### src/include/sabd_pkg.sv
// package for the sdram command and address decode block
// assumes a single clock shared with the controller that drives the pins
`default_nettype none
package sabd_pkg;

  // ==========================================================================
  // command codes as {cs_n, ras_n, cas_n, we_n}
  localparam logic [3:0] SABD_CODE_LOAD_MODE  = 4'h0;
  localparam logic [3:0] SABD_CODE_REFRESH    = 4'h1;
  localparam logic [3:0] SABD_CODE_PRECHARGE  = 4'h2;
  localparam logic [3:0] SABD_CODE_ACTIVE     = 4'h3;
  localparam logic [3:0] SABD_CODE_WRITE      = 4'h4;
  localparam logic [3:0] SABD_CODE_READ       = 4'h5;
  localparam logic [3:0] SABD_CODE_BURST_STOP = 4'h6;
  localparam logic [3:0] SABD_CODE_NOP        = 4'h7;

  // ==========================================================================
  // field positions and widths
  localparam int SABD_BANK_W       = 2;
  localparam int SABD_NBANK        = 4;
  localparam int SABD_ADDR_W       = 12;
  localparam int SABD_COL_MAX_W    = 10;
  localparam int SABD_PRE_SCOPE    = 10;
  localparam int SABD_DQ_MAX_W     = 16;
  localparam int SABD_LANES        = 2;
  localparam int SABD_COL_W_X4     = 10;
  localparam int SABD_COL_W_X8     = 9;
  localparam int SABD_COL_W_X16    = 8;
  localparam int SABD_DQ_W_X16     = 16;
  localparam int SABD_MASK_LATENCY = 2;

  // ==========================================================================
  // values after reset
  localparam logic [3:0]  SABD_PRE_RST  = 4'h0;
  localparam logic [11:0] SABD_ADDR_RST = 12'h000;
  localparam logic [15:0] SABD_DQ_RST   = 16'h0000;
  localparam logic [1:0]  SABD_BE_RST   = 2'h0;

  typedef enum logic [3:0] {
    SABD_NOP,
    SABD_ACTIVE,
    SABD_READ,
    SABD_WRITE,
    SABD_PRECHARGE,
    SABD_LOAD_MODE,
    SABD_REFRESH,
    SABD_BURST_STOP,
    SABD_INHIBIT
  } sabd_cmd_t;

  typedef struct packed {
    logic cs_n;
    logic ras_n;
    logic cas_n;
    logic we_n;
  } sabd_pins_t;

  typedef struct packed {
    logic [SABD_BANK_W-1:0]    bank;
    logic [SABD_ADDR_W-1:0]    row;
    logic [SABD_COL_MAX_W-1:0] col;
    logic                      precharge_scope_bit;
    logic [SABD_NBANK-1:0]     pre_banks;
  } sabd_decode_t;

endpackage : sabd_pkg
`default_nettype wire

### src/verilog/sabd_delay_pipe.sv
// fixed-depth delay line with registered output
// assumes synchronous active-high reset on the same clock as its user
`default_nettype none
module sabd_delay_pipe
  import sabd_pkg::*;
#(
  parameter int W     = 2,
  parameter int DEPTH = 2
)(
  input  wire logic         i_clock,
  input  wire logic         i_srst,
  input  wire logic [W-1:0] i_data,
  output logic      [W-1:0] o_data
);

  logic [W-1:0] stage_q [DEPTH];

  // ==========================================================================
  // stages
  always_ff @(posedge i_clock)
  begin
    if (i_srst)
    begin
      for (int k = 0; k < DEPTH; k++)
        stage_q[k] <= '0;
    end
    else
    begin
      stage_q[0] <= i_data;
      for (int k = 1; k < DEPTH; k++)
        stage_q[k] <= stage_q[k-1];
    end
  end

  assign o_data = stage_q[DEPTH-1];

endmodule : sabd_delay_pipe
`default_nettype wire

### src/verilog/sabd_decode.sv
// device-side decode of sdram command, bank, address and data mask pins
// assumes the controller drives every pin from the same rising clock edge
`default_nettype none

// What this block does
// RULE1: bank inputs select target bank per command
// RULE2: active captures all twelve address bits as row
// RULE3: column width ten, nine, eight by variant
// RULE4: address bit ten requests auto precharge
// RULE5: precharge bit ten high means all banks
// RULE6: load mode takes op-code from address
// RULE7: data bus width follows variant, rest unused
// RULE8: every input sampled on rising clock edge
// RULE9: command decoded from four low-active lines
// RULE10: chip select high masks commands, not masks
// RULE11: mask blocks writes, read high-z after two
module sabd_decode
  import sabd_pkg::*;
#(
  parameter int DQ_W = 16
)(
  input  wire logic                       i_clock,
  input  wire logic                       i_srst,
  input  wire sabd_pins_t                 i_cmd,
  input  wire logic [SABD_BANK_W-1:0]     i_bank,
  input  wire logic [SABD_ADDR_W-1:0]     i_addr,
  input  wire logic                       i_low_byte_mask,
  input  wire logic                       i_high_byte_mask,
  input  wire logic [SABD_DQ_MAX_W-1:0]   i_dq,
  input  wire logic                       i_wr_active,
  input  wire logic [SABD_DQ_MAX_W-1:0]   i_rd_data,
  input  wire logic                       i_rd_valid,
  output sabd_cmd_t                       o_cmd,
  output logic                            o_cmd_valid,
  output sabd_decode_t                    o_decode,
  output logic [SABD_ADDR_W-1:0]          o_mode_opcode,
  output logic                            o_mode_load,
  output logic [SABD_DQ_MAX_W-1:0]        o_wr_data,
  output logic [SABD_LANES-1:0]           o_wr_byte_en,
  output logic                            o_wr_valid,
  output logic [SABD_DQ_MAX_W-1:0]        o_dq,
  output logic [SABD_DQ_MAX_W-1:0]        o_dq_oe
);

  // ==========================================================================
  // variant geometry
  localparam int COL_W = (DQ_W == SABD_DQ_W_X16) ? SABD_COL_W_X16 :
                         (DQ_W == 8) ? SABD_COL_W_X8 : SABD_COL_W_X4;
  localparam logic [SABD_COL_MAX_W-1:0] COL_MASK =
    SABD_COL_MAX_W'((32'h1 << COL_W) - 32'h1);
  // lines above the variant width are never driven nor read
  localparam logic [SABD_DQ_MAX_W-1:0] USED_BITS =
    SABD_DQ_MAX_W'((32'h1 << DQ_W) - 32'h1);

  // ==========================================================================
  // command decode
  wire logic [3:0] code_w = {i_cmd.cs_n, i_cmd.ras_n, i_cmd.cas_n,
                             i_cmd.we_n};
  wire sabd_cmd_t  cmd_w =
    i_cmd.cs_n                        ? SABD_INHIBIT    : // RULE10
    (code_w == SABD_CODE_ACTIVE)      ? SABD_ACTIVE     : // RULE9
    (code_w == SABD_CODE_READ)        ? SABD_READ       :
    (code_w == SABD_CODE_WRITE)       ? SABD_WRITE      :
    (code_w == SABD_CODE_PRECHARGE)   ? SABD_PRECHARGE  :
    (code_w == SABD_CODE_LOAD_MODE)   ? SABD_LOAD_MODE  :
    (code_w == SABD_CODE_REFRESH)     ? SABD_REFRESH    :
    (code_w == SABD_CODE_BURST_STOP)  ? SABD_BURST_STOP : SABD_NOP;

  wire logic is_act_w  = (cmd_w == SABD_ACTIVE);
  wire logic is_rw_w   = (cmd_w == SABD_READ) || (cmd_w == SABD_WRITE);
  wire logic is_pre_w  = (cmd_w == SABD_PRECHARGE);
  wire logic is_lmr_w  = (cmd_w == SABD_LOAD_MODE);
  wire logic bank_up_w = is_act_w || is_rw_w || is_pre_w;
  wire logic scope_w   = i_addr[SABD_PRE_SCOPE];

  wire logic [SABD_NBANK-1:0] pre_banks_w =
    scope_w ? {SABD_NBANK{1'b1}} :                   // RULE5
              SABD_NBANK'(4'h1 << i_bank);
  wire logic [SABD_COL_MAX_W-1:0] col_w =
    i_addr[SABD_COL_MAX_W-1:0] & COL_MASK;           // RULE3

  // ==========================================================================
  // data mask lanes; narrow variants use the high mask as their only mask
  wire logic [SABD_LANES-1:0] lane_mask_w =
    {i_high_byte_mask,
     (DQ_W == SABD_DQ_W_X16) ? i_low_byte_mask : i_high_byte_mask};
  logic [SABD_LANES-1:0] lane_mask_d2;
  wire logic [SABD_DQ_MAX_W-1:0] wr_keep_w =
    {{8{~lane_mask_w[1]}}, {8{~lane_mask_w[0]}}} & USED_BITS;
  wire logic [SABD_DQ_MAX_W-1:0] rd_keep_w =
    {{8{~lane_mask_d2[1]}}, {8{~lane_mask_d2[0]}}} & USED_BITS;

  // masks act regardless of chip select
  sabd_delay_pipe #(
    .W     (SABD_LANES),
    .DEPTH (SABD_MASK_LATENCY)
  ) u_mask_pipe (
    .i_clock (i_clock),
    .i_srst  (i_srst),
    .i_data  (lane_mask_w),
    .o_data  (lane_mask_d2)
  );

  // ==========================================================================
  // sampled command and address fields
  always_ff @(posedge i_clock)
  begin
    if (i_srst)
    begin
      o_cmd       <= SABD_NOP;
      o_cmd_valid <= 1'b0;
      o_mode_load <= 1'b0;
    end
    else
    begin
      o_cmd       <= cmd_w;                          // RULE8
      o_cmd_valid <= !i_cmd.cs_n;                    // RULE10
      o_mode_load <= is_lmr_w;
    end
  end

  always_ff @(posedge i_clock)
  begin
    if (i_srst)
      o_decode <= '0;
    else
    begin
      if (bank_up_w)
        o_decode.bank <= i_bank;                     // RULE1
      if (is_act_w)
        o_decode.row <= i_addr;                      // RULE2
      if (is_rw_w)
      begin
        o_decode.col                 <= col_w;
        o_decode.precharge_scope_bit <= scope_w;     // RULE4
      end
      if (is_pre_w)
        o_decode.pre_banks <= pre_banks_w;
    end
  end

  always_ff @(posedge i_clock)
  begin
    if (i_srst)
      o_mode_opcode <= SABD_ADDR_RST;
    else if (is_lmr_w)
      o_mode_opcode <= i_addr;                       // RULE6
  end

  // ==========================================================================
  // write data capture with byte masking
  always_ff @(posedge i_clock)
  begin
    if (i_srst)
    begin
      o_wr_data    <= SABD_DQ_RST;
      o_wr_byte_en <= SABD_BE_RST;
      o_wr_valid   <= 1'b0;
    end
    else
    begin
      o_wr_data    <= i_dq & wr_keep_w;              // RULE11
      o_wr_byte_en <= ~lane_mask_w;
      o_wr_valid   <= i_wr_active;
    end
  end

  // ==========================================================================
  // read drive; enable falls two clocks after the mask is sampled
  always_ff @(posedge i_clock)
  begin
    if (i_srst)
    begin
      o_dq    <= SABD_DQ_RST;
      o_dq_oe <= SABD_DQ_RST;
    end
    else
    begin
      o_dq    <= i_rd_data & USED_BITS;              // RULE7
      o_dq_oe <= {SABD_DQ_MAX_W{i_rd_valid}} & rd_keep_w; // RULE11
    end
  end

  // ==========================================================================
  // checks
  AST_BANK: assert property (@(posedge i_clock) disable iff (i_srst) // RULE1
    !$past(i_srst) && $past(bank_up_w) |-> o_decode.bank == $past(i_bank))
    else $error("bank not taken from bank inputs");

  AST_ROW: assert property (@(posedge i_clock) disable iff (i_srst) // RULE2
    !$past(i_srst) && $past(is_act_w) |-> o_decode.row == $past(i_addr))
    else $error("row not captured");

  // the row must survive every other command, or a later access hits
  // the wrong page
  AST_HOLD: assert property (@(posedge i_clock) disable iff (i_srst) // RULE2
    !$past(i_srst) && !$past(is_act_w) |-> $stable(o_decode.row))
    else $error("row changed without active");

  AST_COL: assert property (@(posedge i_clock) disable iff (i_srst) // RULE3
    !$past(i_srst) && $past(is_rw_w) |->
      o_decode.col == ($past(i_addr[SABD_COL_MAX_W-1:0]) & COL_MASK))
    else $error("column width wrong for variant");

  AST_AUTO_PRE: assert property (@(posedge i_clock) // RULE4
    disable iff (i_srst)
    !$past(i_srst) && $past(is_rw_w) |->
      o_decode.precharge_scope_bit == $past(i_addr[SABD_PRE_SCOPE]))
    else $error("auto precharge flag not taken");

  AST_PRE_ALL: assert property (@(posedge i_clock) // RULE5
    disable iff (i_srst)
    !$past(i_srst) && $past(is_pre_w) |->
      (o_decode.pre_banks == 4'hf) == $past(scope_w) &&
      $onehot(o_decode.pre_banks) == !$past(scope_w))
    else $error("precharge scope wrong");

  AST_MODE: assert property (@(posedge i_clock) disable iff (i_srst) // RULE6
    o_mode_load |-> o_mode_opcode == $past(i_addr) && o_cmd == SABD_LOAD_MODE)
    else $error("mode op-code not loaded");

  AST_UNUSED: assert property (@(posedge i_clock) disable iff (i_srst) // RULE7
    (o_dq_oe & ~USED_BITS) == 16'h0000 && (o_dq & ~USED_BITS) == 16'h0000)
    else $error("unused data line driven");

  AST_DECODE: assert property (@(posedge i_clock) disable iff (i_srst) // RULE9
    !$past(i_srst) && $past(code_w) == SABD_CODE_READ |-> o_cmd == SABD_READ)
    else $error("read code misdecoded");

  AST_CS_HIGH: assert property (@(posedge i_clock) // RULE10
    disable iff (i_srst)
    !$past(i_srst) && $past(i_cmd.cs_n) |->
      !o_cmd_valid && !o_mode_load && $stable(o_decode))
    else $error("command taken with chip select high");

  // enable is registered at the second edge after the mask, so it is
  // sampled here one edge later still
  AST_RD_MASK: assert property (@(posedge i_clock) // RULE11
    disable iff (i_srst)
    !$past(i_srst) && !$past(i_srst, 2) && !$past(i_srst, 3) &&
      $past(i_high_byte_mask, 3) |-> o_dq_oe[15:8] == 8'h00)
    else $error("high lane driven two clocks after mask");

  AST_WR_MASK: assert property (@(posedge i_clock) // RULE11
    disable iff (i_srst)
    !$past(i_srst) && $past(i_high_byte_mask) |->
      !o_wr_byte_en[1] && o_wr_data[15:8] == 8'h00)
    else $error("masked write byte passed");

endmodule : sabd_decode
`default_nettype wire

### config.mk
export PLATFORM = sky130hd
export DESIGN_NAME = sabd_decode
export DESIGN_NICKNAME = d
export VERILOG_FILES = /design/src/include/sabd_pkg.sv /design/src/verilog/sabd_delay_pipe.sv /design/src/verilog/sabd_decode.sv
export SDC_FILE = /design/constraint.sdc
export NUM_CORES = 1
export LEC_CHECK = 0
export BUFFER_PORTS_ARGS = -buffer_cell sky130_fd_sc_hd__buf_2
export CORE_ASPECT_RATIO = 0.7
export CORE_MARGIN = 5
export CORE_UTILIZATION = 40
export DETAILED_ROUTE_END_ITERATION = 16
export PLACE_DENSITY_LB_ADDON = 0.15
export SLEW_MARGIN = 0
export SYNTH_ARGS = -nofsm -noshare
export SYNTH_HDL_FRONTEND = slang
export SYNTH_SLANG_ARGS = --single-unit
### constraint.sdc
create_clock -name i_clock -period 1 [get_ports i_clock]
set_input_delay 0 -clock i_clock [delete_from_list [all_inputs] [get_ports i_clock]]
set_output_delay 0 -clock i_clock [all_outputs]
set_load 0.1 [all_outputs]
After elaboration in Yosys (flattened, before gate mapping). Memories as Yosys holds them, arrays and structs flattened. Cells that the tools add are included.

Muxes and demuxes: 14. Shifts and indexed selects: 1. Bitwise gates (word level): 9. Equality and inequality tests: 11. Reductions and logical operators: 5.

Operator list (number): bitwise AND 16 bit (2); 2-to-1 mux 3 bit (7); equality test 4 x 3 -> 1 bit (second input constant) (5); equality test 4 x 2 -> 1 bit (second input constant) (4); equality test 4 x 1 -> 1 bit (second input constant) (2); 2-to-1 mux 4 bit (2); logical NOT 4 bit (1); 2-to-1 mux 2 bit (2); NOT 1 bit (4); << shifter 1 x 2 -> 4 bit (first input constant) (1); logical OR 1 bit (3); 2-to-1 mux 1 bit (3); NOT 2 bit (1); OR 1 bit (2); logical NOT 1 bit (1).

Logic and storage cells: 55. Memories kept: 1. Bits in writable memories: 4. Register bits: 96. Output and inout port bits: 98.

Memory list: u_mask_pipe.stage_q (depth 2, bits a word 2, rd ports 2, clocked after Yosys merged registers in 0, wr ports 2, RTL line sabd_delay_pipe.sv:16) `logic [W-1:0] stage_q [DEPTH];`.

Longest topological paths before layout.
Depth in word-level cells: 13. Mapped depth: 5.

Modules after synthesis. Synthesis repeated with hierarchy kept, for this count alone.

Cells, all modules: 292. Area total of the unflattened synthesis: 2896.5 um^2.

By module, submodules not included: sabd_decode (sequential area each 1641.6 um^2, instances 1, area each 2776.4 um^2, cells an instance 282); sabd_delay_pipe (sequential area each 80.1 um^2, instances 1, area each 120.1 um^2, cells an instance 10).

Least setup slack after synthesis. Ideal clock, no wire load.

Path kind: register to output. Start: register, netlist name o_dq_oe[14]. End: output o_dq_oe[10]. Stages on the path, launching flop included: 2. Path buffers: 1. Slack: -464 ps. Required time: 1000 ps. Data arrival time: 1464 ps. Cells stage by stage: dfxtp_1 > buf_4.

RTL lines: to (decl) (RTL line sabd_decode.sv:42) `output logic [SABD_DQ_MAX_W-1:0] o_dq_oe`.

==> flow_metrics.env <==
export IMPL_run_status="finished, violations left"
export IMPL_failing_checks="negative setup slack"
export IMPL_synth_seq_cells=86
export IMPL_core_rowCount=25
export IMPL_muxShareOfSynthArea_pct=3.13
export IMPL_power_density_over_cell_area_nw_per_um2=1470
export IMPL_timing_hold_violations_final=0
export IMPL_worst_ir_drop_vdd_mv=1.03
export IMPL_tritoncts_num_buffers=9
export IMPL_ys_warns=0
export IMPL_nNetsFinal=544
export IMPL_dpl_cell_count=519
export IMPL_antenna_found_initial=1
export IMPL_drc=0
export IMPL_clk_pin_slew_ns=0.09
export IMPL_period_needed_ns=1.06
export IMPL_synth_top_family_by_area="simple AND/OR/NAND/NOR gates"
export IMPL_cts_root_buf="clkbuf_8"
export IMPL_gr_total_overflow=0
export IMPL_gpl_final_weighted_congestion=0.855
export IMPL_design_core_area_um2=6880
export IMPL_worstPathArrival_ns=1.06
export IMPL_tritoncts="yes"
export IMPL_post_synth_fa_ha_maj_area_fraction_pct=0
export IMPL_yosysSeqAreaShare_pct=59.8
export IMPL_final_core_utilization_pct=86.4
export IMPL_number_of_drc_markers_in_iteration_0=77
export IMPL_wire_per_inst_um=16.3
export IMPL_power_frac_comb_pct=28.0
export IMPL_start_kind="register"
export IMPL_setup_ws_ns=-0.0640
export IMPL_via_count=2709
export IMPL_cts_setup_buffers=0
export IMPL_critPathMaxStageDelay_ns=0.50
export IMPL_first_global_vias=2864
export IMPL_clock_sinks=86
export IMPL_netlist_top_cells_area="dfxtp_1 (60%), nand2_1 (6.5%), nor2b_1 (5.2%)"
export IMPL_sw_share_pct=32.9
export IMPL_floorplan_die_area_um2=9020
export IMPL_synth_top_area_cell="dfxtp_1"
export IMPL_cp_end_kind="output pin"
export IMPL_grt_first_pass_wirelength_mm=15.0
export IMPL_synth_cells=290
export IMPL_grt_start_max_net_pins=34
export IMPL_initial_core_util_pct=41.8
export IMPL_power_share_clock_pct=29.7
export IMPL_crit_path_max_fanout=8
export IMPL_post_synth_xor_xnor_area_pct=0.608
export IMPL_first_pass_iters=4
export IMPL_finalCritPeriodShare_pct=106
export IMPL_global_route_usage_total_pct=21.6
export IMPL_unrepaired_setup_endpoints_after_global_routing="true"
export IMPL_p_sw_mw=2.88
export IMPL_slowest_stage="dfxtp_4"
export IMPL_critical_path_top_delay_family="flip-flops"
export IMPL_detail_route_wirelength_mm=9.56
export IMPL_worstSetupPathType="register to output pin"
export IMPL_timing_critical_path_required_ns=1.00
export IMPL_dp_hpwl_mm=6.57
export IMPL_internal_power_mw=5.86
export IMPL_synthDistinctLibCells=26
export IMPL_clock_tree_buffer_depth=2
export IMPL_ioPinCount=154
export IMPL_avgSynthCellArea_um2=9.93
export IMPL_area_growth_pct=106
export IMPL_power_leakage_nw=2.45
export IMPL_synth_compound_gate_area_share_pct=7.04
export IMPL_vias_per_cell=4.61
export IMPL_hp_class="primary input to register"
export IMPL_floorplan_die_width_um=111
export IMPL_synth_area_um2=2880
export IMPL_die_height_um=81.0
export IMPL_layout_drive_gt1_share_pct=46.2
export IMPL_worst_path_buf_inv=1
export IMPL_area_share_of_the_leading_cell_type_in_the_synthesized_netlist_pct=59.8
export IMPL_crit_chain="buf_12"
export IMPL_clock_tree_htree_level_count=3
export IMPL_final_max_slew_viol_count=0
export IMPL_timing_clock_skew_ns=0.00629
export IMPL_max_freq_ghz=0.940
export IMPL_insertion_delay_ns=0.35
export IMPL_final_cell_count_no_fill=588
export IMPL_max_cap_viols=0
export IMPL_ant_nets=0
export IMPL_io_buffer_count=151
export IMPL_synthSimpleGateAreaFrac_pct=21.6
export IMPL_sequentialPowerShare_pct=42.3
export IMPL_final_setup_viols=16
## power groups by stage
stage	logic (mW)	clock network, mW	registers (mW)
6_report	2.45	2.60	3.69
5_1_grt	2.53	2.81	3.71
4_1_cts	2.43	2.62	3.69
3_5_place_dp	2.27	0	3.77
3_3_place_gp	2.24	0	3.77
2_1_floorplan	0.557	0	4.59
## state kept, by name, summed over array words and instances, names as in the netlist
name / cells
o_wr_data: 16
o_decode: 27
o_wr_valid: 1
u_mask_pipe.stage_q: 4
o_cmd: 4
o_cmd_valid: 1
o_dq: 16
o_mode_load: 1
o_mode_opcode: 12
o_wr_byte_en: 2
o_dq_oe: 2
## metal layers
layer	up-vias	track usage (%)	routed length [um]
met4	0	8.51	209
met3	17	9.01	741
met2	100	41.5	5160
li1	1308	-	-
met1	1284	21.0	3450
met5	-	0	0
## Yosys cell counts, drive strengths merged
cell type / number
xnor2: 2
and4bb: 1
buf: 25
or4: 1
o21ai: 2
nor3: 1
inv: 3
nor2b: 24
dfxtp: 86
nand2: 50
nor3b: 1
a21oi: 29
mux2i: 9
nand2b: 2
nor4b: 1
and2: 16
nor4: 1
nand4bb: 1
nor2: 21
clkbuf: 7
conb: 1
o41ai: 2
a211oi: 4
## path summary, 6_finish.rpt
| check | startpoint | slack [ns] | depth (start not counted) | end |
|---|---|---|---|---|
| min | i_srst | 0.02 | 2 | o_wr_byte_en[0] |
| max | o_dq_oe[7] | -0.06 | 1 | o_dq_oe[3] |
| max reg2reg | o_decode[3] | 0.24 | 2 | o_decode[3] |
| min reg2reg | u_mask_pipe.stage_q[0][3] | 0.38 | 1 | o_dq_oe[14] |
## what timing repair did
action,CTS,global route
endpoints found under the setup margin,16,25
gates resized for setup,0,1
endpoints found under the hold margin,79,0
hold buffers,52,0
## cell usage in the layout (no fill, tap or decap), drive strengths merged
cell type    netlist  final
nor4b              1      1
clkinv             0      1
nor2b             24     24
buf               25    166
diode              0      1
nor2              21     21
nor4               1      1
inv                3      4
dfxtp             86     86
and2              16     16
a21oi             29     29
mux2i              9      9
o21ai              2      2
nand4bb            1      1
dlygate4sd3        0     52
nand2             50     50
conb               1      2
nand2b             2      2
o41ai              2      2
xnor2              2      2
nor3               1      1
bufinv             0      1
a211oi             4      4
clkinvlp           0      1
or4                1      1
and4bb             1      1
clkbuf             7     12
nor3b              1      1
## per-stage QoR
step / hold slack [ns] / setup TNS (ns) / instance area, um2 / setup WS [ns] / total power [mW]
2_1_floorplan: 0.122 / -0.486 / 2970 / -0.0540 / 5.15
3_3_place_gp: 0.199 / -0.734 / 5200 / -0.0579 / 6.01
3_5_place_dp: 0.201 / -1.86 / 5200 / -0.136 / 6.04
4_1_cts: 0.0386 / -1.43 / 5940 / -0.0928 / 8.75
5_1_grt: 0.0392 / -1.83 / 5940 / -0.116 / 9.05
6_report: 0.0176 / -0.984 / 5940 / -0.0640 / 8.74
## cells by family (layout without fill, tap and decap cells)
group	after synthesis	in the layout
other	1	3
AND/OR/NAND/NOR	120	120
XOR/XNOR	2	2
AO/OA/AOI/OAI	37	37
flip-flops	86	86
buffers and inverters	35	237
multiplexers	9	9
## final cells by class
cell class,instances,area [um2]
repair buffers,218,2860
flip-flops and latches,86,1790
multi-input cells,170,947
fillers,319,937
clock buffers,12,166
well taps,94,118
clock inverters,4,51.3
inverters,3,11.3
diodes,1,2.50
Note: power is estimated with default switching activity, not from simulation.
